<file path="config.mk">
export PLATFORM = sky130hd
export DESIGN_NAME = breakpoint_request_pin_ack_unit
export DESIGN_NICKNAME = d
export VERILOG_FILES = /design/src/shared/breakpoint_request_pin_pkg.sv /design/src/design/pin_sync.sv /design/src/design/breakpoint_request_pin_ack_unit.sv
export VERILOG_INCLUDE_DIRS = /design/src /design/src/shared
export SDC_FILE = /design/constraint.sdc
export NUM_CORES = 1
export LEC_CHECK = 0
export ABC_AREA = 1
export BUFFER_PORTS_ARGS = -buffer_cell sky130_fd_sc_hd__buf_2
export CAP_MARGIN = 25
export CORE_MARGIN = 2
export CORE_UTILIZATION = 60
export DETAILED_ROUTE_END_ITERATION = 10
export PLACE_DENSITY = 0.86
export SLEW_MARGIN = 40
export SYNTH_ARGS = -nofsm -noshare
export SYNTH_HDL_FRONTEND = slang
export SYNTH_HIERARCHICAL = 1
export SYNTH_SLANG_ARGS = --single-unit
</file>
<file path="constraint.sdc">
create_clock -name clk -period 2.9 [get_ports clk]
set_input_delay 0.145 -clock clk [delete_from_list [all_inputs] [get_ports clk]]
set_output_delay 0.145 -clock clk [all_outputs]
set_load 0.02 [all_outputs]
</file>
<file path="src/shared/breakpoint_request_pin_defs.svh">
`ifndef BREAKPOINT_REQUEST_PIN_DEFS_SVH
`define BREAKPOINT_REQUEST_PIN_DEFS_SVH

// ----------------------------------------------------------------
// Bus cycle encodings
// ----------------------------------------------------------------
`define BK_FC_PROG 3'h6
`define BK_FC_CPU 3'h7
`define BK_SIZ_WORD 2'h2
`define BK_SIZ_LONG 2'h0

// ----------------------------------------------------------------
// Breakpoint acknowledge address layout
// ----------------------------------------------------------------
`define BK_CPU_TYPE_LSB 16
`define BK_CPU_TYPE0 4'h0
`define BK_LEVEL_LSB 2
`define BK_LEVEL_ALL 3'h7
`define BK_TBIT_POS 1
`define BK_WORD_STEP 32'h0000_0002

// ----------------------------------------------------------------
// Reset values
// ----------------------------------------------------------------
`define BK_PIN_IDLE 5'h1f
`define BK_DATA_RST 32'h0000_0000

`endif

</file>
<file path="src/shared/breakpoint_request_pin_pkg.sv">
package breakpoint_request_pin_pkg;

  // Bus sequencer states
  typedef enum logic [1:0] {ST_IDLE, ST_FETCH, ST_ACK, ST_RETRY}
    state_type;

  // Whole state of the acknowledge unit
  typedef struct packed {
    state_type st;
    logic as;
    logic [31:0] addr;
    logic [2:0] fc;
    logic [1:0] siz;
    logic long_f;
    logic [1:0] pv;
    logic [15:0] w0;
    logic [15:0] w1;
    logic [31:0] a0;
    logic [31:0] a1;
    logic [1:0] brk;
    logic exc;
    logic cont;
    logic aerr;
    logic ferr;
    logic bdm;
  } unit_state_type;

endpackage

</file>
<file path="src/design/pin_sync.sv">
`timescale 1ns/10ps
`default_nettype none

// Two-stage synchroniser for asynchronous pins
module pin_sync #(
  parameter int WIDTH = 1,
  parameter logic [WIDTH-1:0] RESET_VAL = '0
) (
  // Clock and reset
  input wire logic clk,
  input wire logic rst,
  // Pins and synchronised copy
  input wire logic [WIDTH-1:0] pin,
  output logic [WIDTH-1:0] sync
);

  typedef struct packed {
    logic [WIDTH-1:0] s1;
    logic [WIDTH-1:0] s2;
  } sync_state_type;

  sync_state_type q, d;

  // First stage feeds only the second
  always_comb
  begin
    d.s1 = pin;
    d.s2 = q.s1;
  end

  always_ff @(posedge clk)
  begin
    if (rst)
    begin
      q <= {RESET_VAL, RESET_VAL};
    end
    else
    begin
      q <= d;
    end
  end

  assign sync = q.s2;

endmodule // pin_sync

`default_nettype wire

</file>
<file path="src/design/breakpoint_request_pin_ack_unit.sv">
`timescale 1ns/10ps
`default_nettype none
`include "breakpoint_request_pin_defs.svh"

// Summary of operation
// - A breakpoint taken with background mode off runs a word read in CPU space type 0 with address bits 4..2 all ones and bit 1 set.
// - A bus error ending that read starts breakpoint exception processing.
// - A data-size acknowledge ending that read discards the data and lets execution continue without exception.
// - The breakpoint request pin is sampled alongside the fetched data and travels with it, so a flush before use loses it.
// - On a 32-bit fetch of two instructions an external request breaks after the first and before the second.
// - The internal address compare can flag either of the two fetched instructions on its own.
// - A prefetch from an odd address raises an address error and runs no bus cycle.
// - The bus error line is active low; with halt it asks for the cycle to be retried.
module breakpoint_request_pin_ack_unit
  import breakpoint_request_pin_pkg::*;
(
  // Clock and reset
  input wire logic clk,
  input wire logic rst,
  // Core fetch request
  input wire logic fetch_req,
  input wire logic [31:0] fetch_addr,
  input wire logic bus32,
  output logic fetch_ready,
  input wire logic flush,
  // Instruction issue to core
  output logic instr_valid,
  input wire logic instr_ready,
  output logic [15:0] instr_word,
  output logic [31:0] instr_addr,
  // Internal breakpoint compare and mode
  input wire logic int_breakpoint_request_pin_en,
  input wire logic [31:0] int_breakpoint_request_pin_addr,
  input wire logic bdm_enable,
  // Events to core
  output logic breakpoint_request_pin_exception,
  output logic breakpoint_request_pin_continue,
  output logic address_error,
  output logic fetch_fault,
  output logic enter_background,
  // External bus
  output logic as_n,
  output logic [31:0] addr_out,
  output logic [2:0] fc_out,
  output logic [1:0] siz_out,
  input wire logic [31:0] data_in,
  input wire logic [1:0] data_size_ack_lines_n,
  input wire logic bus_error_line_i_n,
  output logic bus_error_line_o_n,
  output logic bus_error_line_oe,
  input wire logic halt_n,
  input wire logic breakpoint_request_pin_n
);

  // ----------------------------------------------------------------
  // Pin synchronisers
  // ----------------------------------------------------------------
  logic [36:0] pins_s;
  logic [31:0] data_s;
  logic ack_s, bus_error_line_s, halt_s, breakpoint_request_pin_s;

  // Data and request share one path so they stay aligned
  pin_sync #(
    .WIDTH(37),
    .RESET_VAL({`BK_DATA_RST, `BK_PIN_IDLE})
  ) u_sync (
    .clk(clk),
    .rst(rst),
    .pin({data_in, data_size_ack_lines_n, bus_error_line_i_n, halt_n,
          breakpoint_request_pin_n}),
    .sync(pins_s)
  );

  // Active-high views of the synchronised pins
  assign data_s = pins_s[36:5];
  assign ack_s = ~&pins_s[4:3];
  assign bus_error_line_s = ~pins_s[2];
  assign halt_s = ~pins_s[1];
  assign breakpoint_request_pin_s = ~pins_s[0];

  // ----------------------------------------------------------------
  // Sequencer
  // ----------------------------------------------------------------
  unit_state_type q, d;
  logic [31:0] next_addr, ack_addr;
  logic m0, m1;

  // Second slot address and internal matches per slot
  assign next_addr = q.addr + `BK_WORD_STEP;
  assign m0 = int_breakpoint_request_pin_en && (int_breakpoint_request_pin_addr[31:1] == q.addr[31:1]);
  assign m1 = int_breakpoint_request_pin_en && q.long_f
              && (int_breakpoint_request_pin_addr[31:1] == next_addr[31:1]);

  // Acknowledge address: type 0, all levels, T-bit set
  assign ack_addr = (32'(`BK_CPU_TYPE0) << `BK_CPU_TYPE_LSB)
                    | (32'(`BK_LEVEL_ALL) << `BK_LEVEL_LSB)
                    | (32'h0000_0001 << `BK_TBIT_POS);

  // Next state
  always_comb
  begin
    d = q;
    {d.exc, d.cont, d.aerr, d.ferr, d.bdm} = 5'h00;
    unique case (q.st)
      ST_IDLE:
      begin
        if (fetch_req && q.pv == 2'b00 && !flush)
        begin
          if (fetch_addr[0])
          begin
            d.aerr = 1'b1;
          end
          else
          begin
            d.st = ST_FETCH;
            d.as = 1'b1;
            d.addr = fetch_addr;
            d.fc = `BK_FC_PROG;
            d.long_f = bus32;
            d.siz = bus32 ? `BK_SIZ_LONG : `BK_SIZ_WORD;
          end
        end
        else if (q.pv[0] && instr_ready && !flush)
        begin
          // Retire slot 0; second slot moves up
          d.pv = {1'b0, q.pv[1]};
          d.w0 = q.w1;
          d.a0 = q.a1;
          d.brk = {1'b0, q.brk[1]};
          if (q.brk[0] && bdm_enable)
          begin
            d.bdm = 1'b1;
          end
          else if (q.brk[0])
          begin
            d.st = ST_ACK;
            d.as = 1'b1;
            d.addr = ack_addr;
            d.fc = `BK_FC_CPU;
            d.siz = `BK_SIZ_WORD;
          end
        end
      end
      ST_FETCH:
      begin
        if (bus_error_line_s && halt_s)
        begin
          d.st = ST_RETRY;
          d.as = 1'b0;
        end
        else if (bus_error_line_s)
        begin
          d.st = ST_IDLE;
          d.as = 1'b0;
          d.ferr = 1'b1;
        end
        else if (ack_s)
        begin
          // Request is latched with the same data sample
          d.st = ST_IDLE;
          d.as = 1'b0;
          d.pv = q.long_f ? 2'b11 : 2'b01;
          d.w0 = data_s[31:16];
          d.w1 = data_s[15:0];
          d.a0 = q.addr;
          d.a1 = next_addr;
          d.brk = {m1, breakpoint_request_pin_s | m0};
        end
      end
      ST_ACK:
      begin
        if (bus_error_line_s && halt_s)
        begin
          d.st = ST_RETRY;
          d.as = 1'b0;
        end
        else if (bus_error_line_s)
        begin
          d.st = ST_IDLE;
          d.as = 1'b0;
          d.exc = 1'b1;
        end
        else if (ack_s)
        begin
          // Returned data are never looked at
          d.st = ST_IDLE;
          d.as = 1'b0;
          d.cont = 1'b1;
        end
      end
      ST_RETRY:
      begin
        // Wait out the halt, then rerun the same cycle
        if (!halt_s && !bus_error_line_s)
        begin
          d.st = (q.fc == `BK_FC_CPU) ? ST_ACK : ST_FETCH;
          d.as = 1'b1;
        end
      end
    endcase
    // Flush drops anything not yet issued; a lone request dies here
    if (flush)
    begin
      d.pv = 2'b00;
      d.brk = 2'b00;
    end
  end

  // State register
  always_ff @(posedge clk)
  begin
    if (rst)
    begin
      q <= '0;
    end
    else
    begin
      q <= d;
    end
  end

  // ----------------------------------------------------------------
  // Outputs
  // ----------------------------------------------------------------
  assign fetch_ready = (q.st == ST_IDLE) && (q.pv == 2'b00);
  assign instr_valid = (q.st == ST_IDLE) && q.pv[0];
  assign instr_word = q.w0;
  assign instr_addr = q.a0;
  assign breakpoint_request_pin_exception = q.exc;
  assign breakpoint_request_pin_continue = q.cont;
  assign address_error = q.aerr;
  assign fetch_fault = q.ferr;
  assign enter_background = q.bdm;
  assign as_n = ~q.as;
  assign addr_out = q.addr;
  assign fc_out = q.fc;
  assign siz_out = q.siz;
  // This unit only listens on the bus error line
  assign bus_error_line_o_n = 1'b1;
  assign bus_error_line_oe = 1'b0;
endmodule // breakpoint_request_pin_ack_unit

`default_nettype wire

</file>
**Yosys cells after proc, flatten, opt, wreduce, memory -nomap -nowiden**

Index checks and enable logic that the tools add are counted.

- Input port bits: 109
- Word-level logic and storage cells: 112
- Output and inout port bits: 95
- Register bits: 220

- $add $sub $neg: 1
- Muxes and demuxes: 29
- Bitwise operators: 13
- Reductions and logical operators: 31
- Equal/unequal tests: 19

Operators with widths:

| operator | number |
|---|---|
| $mux W100 | 3 |
| $mux W40 | 4 |
| $mux W32 | 2 |
| $pmux W32 S2 | 1 |
| $eq A31 B31 Y1 | 2 |
| $mux W41 | 1 |
| $mux W18 | 2 |
| $pmux W18 S2 | 1 |
| $add A32 B2 Y32 const B | 1 |
| $ne A2 B2 Y1 const B | 7 |
| $logic_and A1 B1 Y1 | 12 |
| $mux W3 | 4 |
| $ne A3 B3 Y1 const B | 4 |
| $not A1 Y1 | 12 |
| $reduce_and A6 Y1 | 2 |
| $mux W2 | 5 |
| $pmux W3 S3 | 1 |
| $reduce_or A3 Y1 | 3 |
| $reduce_or A4 Y1 | 2 |
| $reduce_bool A2 Y1 | 3 |
| $reduce_and A5 Y1 | 1 |
| $eq A2 B2 Y1 const B | 2 |
| $logic_not A2 Y1 | 2 |
| $mux W1 | 4 |
| other kinds (11) | 12 |

**Longest topological paths before layout**

Gate-level depths: netlist of run 1.

- Word-level depth: 7
- Depth in mapped cells: 15
- Gate-level depth less buffers: 15

**Cells and area by module**

The synthesis of run 1 kept the hierarchy.

Modules (own cells, without submodules):

| module | times used | area each (um^2) | cells each | seq. area each (um^2) |
|---|---|---|---|---|
| breakpoint_request_pin_ack_unit | 1 | 8006.4 | 1141 | 2842.7 |
| pin_sync | 1 | 2113.3 | 230 | 1481.4 |

**Worst setup path after synthesis of run 1**

No wires, ideal clock.

- Path type: register -> register
- From: reg q, in the netlist addr_out[1]
- To: reg q[6] (netlist bit)
- Clock period less this slack: 1.771 ns
- Data required time: 2.830 ns
- Cell stages (with the launch flop): 16
- Library setup time: 0.070 ns
- Data arrival time: 1.701 ns
- Setup slack: 1.129 ns
- Path buffers: 0
- Path through: dfxtp_1 ha_1 nand2_1 nor2_4 nand2_2 nor2_4 nand2_2 nand2_1 nand2_1 nor2_1 nand2_1 inv_1 nand2_1 nor2_1 nand3_1 a21oi_1

- Word-level cells in the longest chain between the ends: 7

Ends and longest elaborated chain:

| item | line | source |
|---|---|---|
| start: declaration | breakpoint_request_pin_ack_unit.sv:84 | `unit_state_type q, d;` |
| start signal: assignment | breakpoint_request_pin_ack_unit.sv:214 | `q <= '0;` |
| start signal: assignment | breakpoint_request_pin_ack_unit.sv:218 | `q <= d;` |
| $add A32 B2 Y32 (no source line) | - |  |
| $eq A31 B31 Y1 | breakpoint_request_pin_ack_unit.sv:92 | `&& (int_breakpoint_request_pin_addr[31:1] == next_addr[31:1]);` |
| $logic_and A1 B1 Y1 | breakpoint_request_pin_ack_unit.sv:92 |  |
| $mux W100 | breakpoint_request_pin_ack_unit.sv:157 | `else if (ack_s)` |
| $mux W100 | breakpoint_request_pin_ack_unit.sv:151 | `else if (bus_error_line_s)` |
| $mux W100 | breakpoint_request_pin_ack_unit.sv:146 | `if (bus_error_line_s && halt_s)` |
| $pmux W2 S2 | breakpoint_request_pin_ack_unit.sv:104 | `unique case (q.st)` |

No other way between the ends. The select of a mux whose other input is x is not followed.
A chain may end at the register's enable or synchronous reset.

**Final worst setup path of run 1**

- From: reg q[145] (netlist bit)
- To: reg q, in the netlist instr_word[14]

- Word-level cells in the longest chain between the ends: 3
- Elaborated cells between the ends (all ways): 10
- Classes of those cells: eq/ne: 6; mux: 1; reduce/logical: 3

Ends and longest elaborated chain:

| item | line |
|---|---|
| $eq A2 B1 Y1 / $logic_not A2 Y1 (equally long branches) | breakpoint_request_pin_ack_unit.sv:104 |
| $ne A2 B1 Y1 (no source line) (tied with other cells) | - |
| $reduce_and A6 Y1 (no source line) | - |

Parallel ways exist; a longest one is shown, timed or not.

==> results of run 1 <==
## where the power goes
group          switching (mW)  internal [mW]  leakage (nW)
Clock                    1.20           1.67         0.364
Combinational            1.79          0.937          3.51
Sequential              0.268           3.36          1.77
## logic make-up (layout without fill, tap and decap cells)
kind of cell	after synthesis	after routing	synth area share, %
simple gates	555	555	22.9
buf+inv	333	498	16.5
compound gates	234	234	14.8
flops	216	216	42.7
xor+xnor	26	26	2.39
fa+ha+maj	5	5	0.618
other cells	2	4	0.0742
## layer usage
metal  global-route usage (%)  share of wire, %
met4                     17.1               5.4
met1                     37.1                37
met5                        0                 0
met3                     4.72               7.2
met2                     60.8                51
## cell type report
type,count,area share [%]
flip-flops and latches,216,36.0
multi-input cells,824,34.5
repair buffers,285,15.6
inverters,174,5.44
clock buffers,29,5.40
well taps,220,2.29
clock inverters,10,0.730
## registers in the layout, indices dropped and copies added (netlist names)
register,cells
addr_out,31
address_error,1
breakpoint_request_pin_continue,1
breakpoint_request_pin_exception,1
enter_background,1
fc_out,2
fetch_fault,1
instr_addr,32
instr_word,16
q,55
siz_out,1
u_sync/d,37
u_sync/sync,37
## how the worst max path moves through the flow
stage / endpoint / cells past startpoint / slack, ns / from
detailed placement: instr_word[15] / 10 / 0.46 / q[145]
finish: instr_word[14] / 10 / 0.35 / q[145]
global route: instr_word[14] / 10 / 0.17 / q[145]
global placement: instr_word[13] / 10 / 0.55 / q[144]
CTS: instr_word[14] / 10 / 0.42 / q[145]
floorplan: q[6] / 15 / 1.13 / addr_out[1]
## metrics by stage
stage               cell area, sq um  std cells  power (mW)
floorplan                      10100       1373        5.73
global placement               10500       1647        6.19
detailed placement             10500       1647        6.25
CTS                            12000       1757        9.16
global route                   12000       1758        9.61
finish                         12000       1758        9.22
## critical path, stage by stage, from the launching register on
cell	delay, ns
dfxtp_1	0.34
inv_1	0.09
ha_1	0.29
inv_1	0.16
o21ai_0	0.18
nand2_1	0.11
buf_4	0.21
inv_1	0.54
buf_12	0.27
o21ai_0	0.11
nor2_1	0.18
## cell usage in the layout, fill, tap and decap left out, types with 41 or more instances in the layout
cell type	n
a21oi_1	41
dlygate4sd3_1	71
buf_2	197
nor2_1	209
nand2_1	247
nand3_1	46
inv_1	167
o21ai_0	83
a221oi_1	46
dfxtp_1	216
## repair_timing
action                                 in CTS  in global routing
endpoints found under the hold margin      75                  0
setup buffers                               0                  0
hold buffers                               71                  0
==> results.json, run 1 <==
{
  "status": "complete, no violations",
  "grt_antenna_before_repair": 0,
  "clk_path_buf_depth": 3,
  "portBuffers": 198,
  "synth.most_common_cell": "nand2_1",
  "finalCritPeriodShare_pct": 88.0,
  "synth_top_area_share_pct": 42.7,
  "clock-skew-final_ns": 0.0161,
  "yosys-top-cells-count": "nand2_1, dfxtp_1, nor2_1",
  "design.core.area_sq_um": 16500,
  "max-cap-violations": 0,
  "drt-wirelength-per-cell_microns": 17.5,
  "pin_count": 204,
  "drc_errors": 0,
  "post-place-ws_ns": 0.460,
  "hold_path_depth": 3,
  "pwr_density_cell_nw_per_um2": 768,
  "worstSkewPairLatency_ns": 0.50,
  "synthArstFlopShare_pct": 0,
  "fp.dieW_microns": 134,
  "first_pass_iters": 6,
  "end_kind": "register",
  "fmax_ghz": 0.392,
  "r2r-end": "instr_word[14]",
  "vias_per_cell": 5.57,
  "fill_cells": 1233,
  "synth-edff-count": 0,
  "grt_pass1_vias": 9439,
  "slew_headroom_pct": 43.6,
  "drive_above_1_share_pct": 18.4,
  "hold_viol": 0,
  "ir_worst_vdd_uv": 595,
  "clk_pin_slew_ns": 0.06,
  "rsz0062_at_grt": "no",
  "die-height_microns": 134,
  "finalMaxSlewViolations": 0,
  "cts_made_buffers": 23,
  "synthCells": 1371,
  "crit_fanout": 35,
  "worstHoldPathType": "in -> reg",
  "diodes": 0,
  "avgSynthCellArea_sq_um": 7.38,
  "grt_remaining_overflow": 0,
  "ys_seq_area_share_pct": 42.7,
  "grt_pass1_wl_microns": 47000,
  "final-seq-area_sq_um": 4320,
  "syn2layout_area_growth_pct": 18.6,
  "rows": 47,
  "ys.flop_type": "dfxtp_1",
  "crit_arrival_ns": 2.98,
  "hold_end": "enter_background",
  "multi_input_area_sq_um": 4140,
  "period_minus_slack_ns": 2.55,
  "numClockSinks": 216,
  "startpoint_type": "register",
  "final_core_util_pct": 72.6,
  "holdWs_ns": 0.0104,
  "synthesis.area_sq_um": 10100,
  "start_util_pct": 61.2,
  "holdCritStartpoint": "instr_ready",
  "cts_tree": "built",
  "ant_nets": 0,
  "nNetsFinal": 1638,
  "dp_hpwl_microns": 19300,
  "worst_slew_pin_slew_ns": 0.840,
  "finalSetupTns_ns": 0,
  "cts_resized": 0,
  "required_ns": 3.33,
  "wl_microns": 30700,
  "rr_startpoint": "q[145]",
  "worstSetupPathType": "reg -> reg",
  "rrSetupSlack_ns": 0.35,
  "synth_warnings": 6,
  "vias": 9796,
  "timing.final.ws_setup_ns": 0.349,
  "drt_iter0_markers": 817,
  "h-tree-depth": 1,
  "synthTopCellsByArea": "dfxtp_1, nand2_1, nor2_1, buf_4, inv_1",
  "grt_max_degree": 85,
  "synth-seq-cells": 216,
  "clockRootBuffer": "clkbuf_16",
  "setup_viol": 0,
  "synth_top_area_cell": "dfxtp_1",
  "power.leakage_nw": 5.64,
  "gp_congestion": 0.982,
  "die_area_sq_um": 17900,
  "track_usage_pct": 33.1,
  "synth.distinct_cells": 47,
  "ff2ff_path_depth": 10
}
No activity file was read; power rests on OpenSTA's default activity.
==> inputs of run 2 (changes only) <==
Settings changed: CORE_UTILIZATION 60 to 55, PLACE_DENSITY 0.86 to 0.8, SYNTH_HIERARCHICAL 1 to not set.
==> results.json, run 2 <==
{
  "die-height_microns": 138,
  "drt-wirelength-per-cell_microns": 16.2,
  "synthesis.area_sq_um": 9940,
  "post-place-ws_ns": 0.636,
  "grt_pass1_vias": 8463,
  "rsz0062_at_grt": "no",
  "final_core_util_pct": 66.5,
  "grt_remaining_overflow": 0,
  "startpoint_type": "register",
  "dp_hpwl_microns": 18800,
  "timing.final.ws_setup_ns": 0.572,
  "fin_cells": 1727,
  "die_area_sq_um": 19200,
  "drc_errors": 0,
  "cts_resized": 0,
  "grt_pass1_wl_microns": 44300,
  "rr_startpoint": "q[144]",
  "ir_worst_vdd_uv": 675,
  "synth_warnings": 0,
  "fp.dieW_microns": 138,
  "rows": 49,
  "track_usage_pct": 28.4,
  "slew_headroom_pct": 48.4,
  "synth-seq-cells": 216,
  "worstSkewPairLatency_ns": 0.50,
  "portBuffers": 198,
  "crit_arrival_ns": 2.76,
  "max-cap-violations": 0,
  "synthTopCellsByArea": "dfxtp_1, nor2_1, nand2_1, buf_4, inv_1",
  "layout_commonest_cell": "nor2_1",
  "syn2layout_area_growth_pct": 19.3,
  "vias_per_cell": 5.19,
  "synthArstFlopShare_pct": 0,
  "first_pass_iters": 5,
  "pin_count": 204,
  "clockRootBuffer": "clkbuf_16",
  "drive_above_1_share_pct": 19.4,
  "dpl_cell_area_sq_um": 10400,
  "finalMaxSlewViolations": 0,
  "vias": 8958,
  "synth.most_common_cell": "nor2_1",
  "finalSetupTns_ns": 0,
  "synth_top_area_cell": "dfxtp_1",
  "grt_antenna_before_repair": 1,
  "synth.distinct_cells": 46,
  "setup_viol": 0,
  "cts_made_buffers": 22,
  "grt_max_degree": 67,
  "h-tree-depth": 1,
  "finalCritPeriodShare_pct": 80.3,
  "design_area_sq_um": 11900,
  "ff2ff_path_depth": 14,
  "crit_slowest_cell": "dfxtp_1",
  "dp.cells": 1615,
  "period_minus_slack_ns": 2.33,
  "hold_path_depth": 5,
  "worstSetupPathType": "reg -> reg",
  "avgSynthCellArea_sq_um": 7.45,
  "numClockSinks": 216,
  "clk_pin_slew_ns": 0.06,
  "finalPower_mw": 9.18,
  "largest_reg_flops": 55,
  "holdWs_ns": 0.148,
  "end_kind": "register",
  "fmax_ghz": 0.430,
  "max_stage_delay_ns": 0.34,
  "largest_register": "q",
  "clock-skew-final_ns": 0.00918,
  "worst_slew_pin_slew_ns": 0.773,
  "ys_seq_area_share_pct": 43.5,
  "pwr_density_cell_nw_per_um2": 774,
  "clk_path_buf_depth": 3,
  "status": "complete, no violations",
  "synth-edff-count": 0,
  "yosys-top-cells-count": "nor2_1, dfxtp_1, nand2_1",
  "r2r-end": "q[6]",
  "worstHoldPathType": "in -> reg",
  "holdCritStartpoint": "int_breakpoint_request_pin_addr[31]",
  "cts_tree": "built",
  "hold_end": "q[6]",
  "crit_top_cell": "nand2_1",
  "hold_viol": 0,
  "required_ns": 3.33,
  "layout_common_cells": "nor2_1, dfxtp_1, buf_2",
  "crit_fanout": 16,
  "synthCells": 1335,
  "drt_iter0_markers": 625,
  "path_buf_inv": 3,
  "ant_nets": 0,
  "start_util_pct": 55.7,
  "path_delay_family": "simple AND/OR/NAND/NOR gates",
  "nNetsFinal": 1596,
  "rrSetupSlack_ns": 0.57,
  "ys.flop_type": "dfxtp_1",
  "design.core.area_sq_um": 17800,
  "power.leakage_nw": 5.55,
  "wl_microns": 27900,
  "synth_top_area_share_pct": 43.5,
  "cp_cell_sequence": "inv_1, ha_1, inv_1, o21ai_1, nand2_2, inv_2, nand2_1, nor2_1, nand2_1, nor2_1, nand3_1, nor2_2, nand2_1, a21oi_2",
  "gp_congestion": 0.941
}
[run 2: cell count changes after synthesis, sizes merged, moves of 10 or more]
| cell | previous run | this run |
|---|---|---|
| a32oi | 13 | 3 |
| o21ai | 85 | 105 |
| inv | 174 | 149 |
| nand2 | 252 | 200 |
| nor2 | 223 | 263 |
| nand3 | 47 | 37 |
[run 2: repair_timing]
action,CTS,global route
hold endpoints to repair,75,0
setup buffers,0,0
hold buffers,72,0
[run 2: area by class of cell]
class	count	area, sq um
inverter	149	561
clock buffer	31	646
multi-input combinational	809	4090
fill	1476	5980
timing repair buffer	284	1880
clock inverter	8	68.8
antenna	1	2.50
tap	229	287
sequential	216	4320
[run 2: worst max path at each step]
stage	startpoint	cells after the start	end
global placement	addr_out[5]	11	q[6]
finish	q[144]	14	q[6]
floorplan	addr_out[2]	15	q[6]
CTS	q[144]	14	q[6]
global route	q[145]	14	q[6]
detailed placement	q[144]	14	q[6]
[run 2: routing by layer]
layer | vias to the layer above | GRT usage [%] | part of all wire (%)
li1 | 4489 | - | -
met1 | 4055 | 36.0 | 42
met2 | 346 | 49.0 | 48
met3 | 68 | 4.40 | 6.5
met4 | 0 | 10.9 | 3.7
met5 | - | 0 | 0
[run 2: logic make-up after synthesis]
kind of cell	share of synthesized area [%]
AOI/OAI and AO/OA	14.7
xor gates and xnor gates	2.91
adders and majority gates	0.629
buffers and inverters	15.5
DFF	43.5
other	0.0756
and+or+nand+nor	22.7
[run 2: tightest hold or removal path, stage by stage]
cell,delay [ns]
buf_2,0.12
xnor2_1,0.12
nor2_1,0.06
nand2_1,0.10
a21oi_2,0.06
[run 2: power by group]
part | switching (mW) | internal [mW] | leakage, nW | total [mW]
Clock | 1.14 | 1.64 | 0.359 | 2.79
Combinational | 1.78 | 0.969 | 3.43 | 2.75
Sequential | 0.264 | 3.38 | 1.77 | 3.65
==> inputs of run 3 (changes only) <==
Settings changed: CORE_UTILIZATION 55 to 50, PLACE_DENSITY 0.8 to 0.77.
Clock period 2.9 ns to 2 ns, I/O delays scaled along.
==> results.json, run 3 (synthesis gave the netlist of run 2 again) <==
{
  "timing.final.ws_setup_ns": 0.0702,
  "wl_microns": 29300,
  "ff2ff_path_depth": 12,
  "crit_slowest_cell": "dfxtp_2",
  "grt_remaining_overflow": 0,
  "ant_nets": 0,
  "end_kind": "register",
  "sequentialPowerShare_pct": 38.4,
  "portBuffers": 198,
  "drc_errors": 0,
  "holdWs_ns": 0.0530,
  "ir_worst_vdd_uv": 825,
  "rrSetupSlack_ns": 0.07,
  "vias": 9272,
  "gp_congestion": 0.934,
  "clockRootBuffer": "clkbuf_16",
  "cts_tree": "built",
  "die-height_microns": 145,
  "layout_common_cells": "nor2_1, dfxtp_1, buf_2",
  "holdCritStartpoint": "int_breakpoint_request_pin_addr[31]",
  "syn2layout_area_growth_pct": 27.4,
  "nNetsFinal": 1680,
  "first_pass_iters": 6,
  "max-cap-violations": 0,
  "clock-skew-final_ns": 0.00744,
  "p_comb_share_pct": 31.3,
  "crit_top_cell": "nand2_1",
  "die_area_sq_um": 21000,
  "fmax_ghz": 0.518,
  "pwr_density_cell_nw_per_um2": 1080,
  "grt_antenna_before_repair": 0,
  "cts_made_buffers": 23,
  "status": "complete, no violations",
  "drive_above_1_share_pct": 24.2,
  "setup_viol": 0,
  "dp.cells": 1717,
  "h-tree-depth": 1,
  "path_buf_inv": 1,
  "power.leakage_nw": 5.96,
  "switching_power_mw": 4.72,
  "crit_fanout": 5,
  "design.core.area_sq_um": 19500,
  "start_util_pct": 51.1,
  "slew_headroom_pct": 66.0,
  "rsz0062_at_grt": "yes",
  "p_sw_share_pct": 34.6,
  "worstHoldPathType": "in -> reg",
  "layout_commonest_cell": "nor2_1",
  "hold_end": "q[6]",
  "hold_path_depth": 5,
  "clk_pin_slew_ns": 0.06,
  "grt_pass1_vias": 8896,
  "fin_cells": 1845,
  "largest_register": "q",
  "track_usage_pct": 27.1,
  "finalCritPeriodShare_pct": 96.5,
  "drt-wirelength-per-cell_microns": 15.9,
  "worstSkewPairLatency_ns": 0.52,
  "rr_startpoint": "addr_out[1]",
  "period_minus_slack_ns": 1.93,
  "required_ns": 2.46,
  "clk_path_buf_depth": 3,
  "power_frac_clock_pct": 30.3,
  "worst_slew_pin_slew_ns": 0.510,
  "drt_iter0_markers": 603,
  "worstSetupPathType": "reg -> reg",
  "path_delay_family": "simple AND/OR/NAND/NOR gates",
  "largest_reg_flops": 55,
  "fp.dieW_microns": 145,
  "pin_count": 204,
  "dp_hpwl_microns": 20200,
  "vias_per_cell": 5.03,
  "p_int_mw": 8.93,
  "grt_max_degree": 82,
  "hold_viol": 0,
  "finalMaxSlewViolations": 0,
  "max_stage_delay_ns": 0.34,
  "crit_arrival_ns": 2.39,
  "numClockSinks": 216,
  "post-place-ws_ns": 0.000944,
  "cp_cell_sequence": "ha_2, nand3_2, inv_4, nand2_2, nor2_2, nand2_1, o21ai_0, nand2_1, xnor2_1, nor2_2, nand2_1, a21oi_2",
  "startpoint_type": "register",
  "r2r-end": "q[6]",
  "grt_pass1_wl_microns": 46200,
  "rows": 51
}
## run 3: how the worst max path moves through the flow
| stage | start | to | slack [ns] | cells after the start |
|---|---|---|---|---|
| after global placement | addr_out[11] | q[6] | 0.02 | 15 |
| after CTS | addr_out[1] | q[6] | 0.0006 | 12 |
| final | addr_out[1] | q[6] | 0.07 | 12 |
| after detailed placement | addr_out[1] | q[6] | 0.0009 | 13 |
| after global routing | addr_out[1] | q[6] | -0.1 | 12 |
| after floorplan | addr_out[2] | q[6] | 0.21 | 15 |
## run 3: cell type report
class	count	area, sq um
diodes	1	2.50
clock buffers	30	612
clock inverters	8	111
fillers	1621	6800
inverters	149	567
multi-input cells	809	4170
flip-flops and latches	216	4330
well taps	265	332
repair buffers	367	2530
## run 3: layer usage
metal  vias to the layer above  track usage [%]  share of wire, %
met3                        56             4.97               6.9
met1                      4239             34.3                42
met5                         -                0                 0
met4                         0             8.02               2.9
li1                       4658                -                 -
met2                       319             47.2                48
## run 3: per-stage QoR
stage               TNS [ns]  util, %  power (mW)  area, sq um
CTS                        0     64.2        13.7        12500
floorplan                  0        -        8.38         9950
global route         -0.0996     65.0        14.4        12700
finish                     0     65.0        13.6        12700
detailed placement         0     56.3        9.39        11000
global placement           0     56.3        9.33        11000
## run 3: power by group through the flow
stage               logic, mW  registers (mW)  clock network, mW
finish                   4.27            5.24               4.14
global route             4.68            5.31               4.41
CTS                      4.23            5.22               4.22
detailed placement       4.08            5.31                  0
global placement         4.04            5.29                  0
floorplan                3.16            5.22                  0
## run 3: repair_timing
action,in CTS,in global routing
endpoints found under the hold margin,89,0
hold buffers,81,0
gates resized for setup,1,28
setup buffers,0,8
pin swaps,1,9
endpoints found under the setup margin,1,4
## run 3: tightest hold or removal path: cells and delay by family
family | cells | cell delay [ns]
xor gates and xnor gates | 1 | 0.14
AOI/OAI and AO/OA | 1 | 0.05
and+or+nand+nor | 2 | 0.13
buffers and inverters | 1 | 0.11
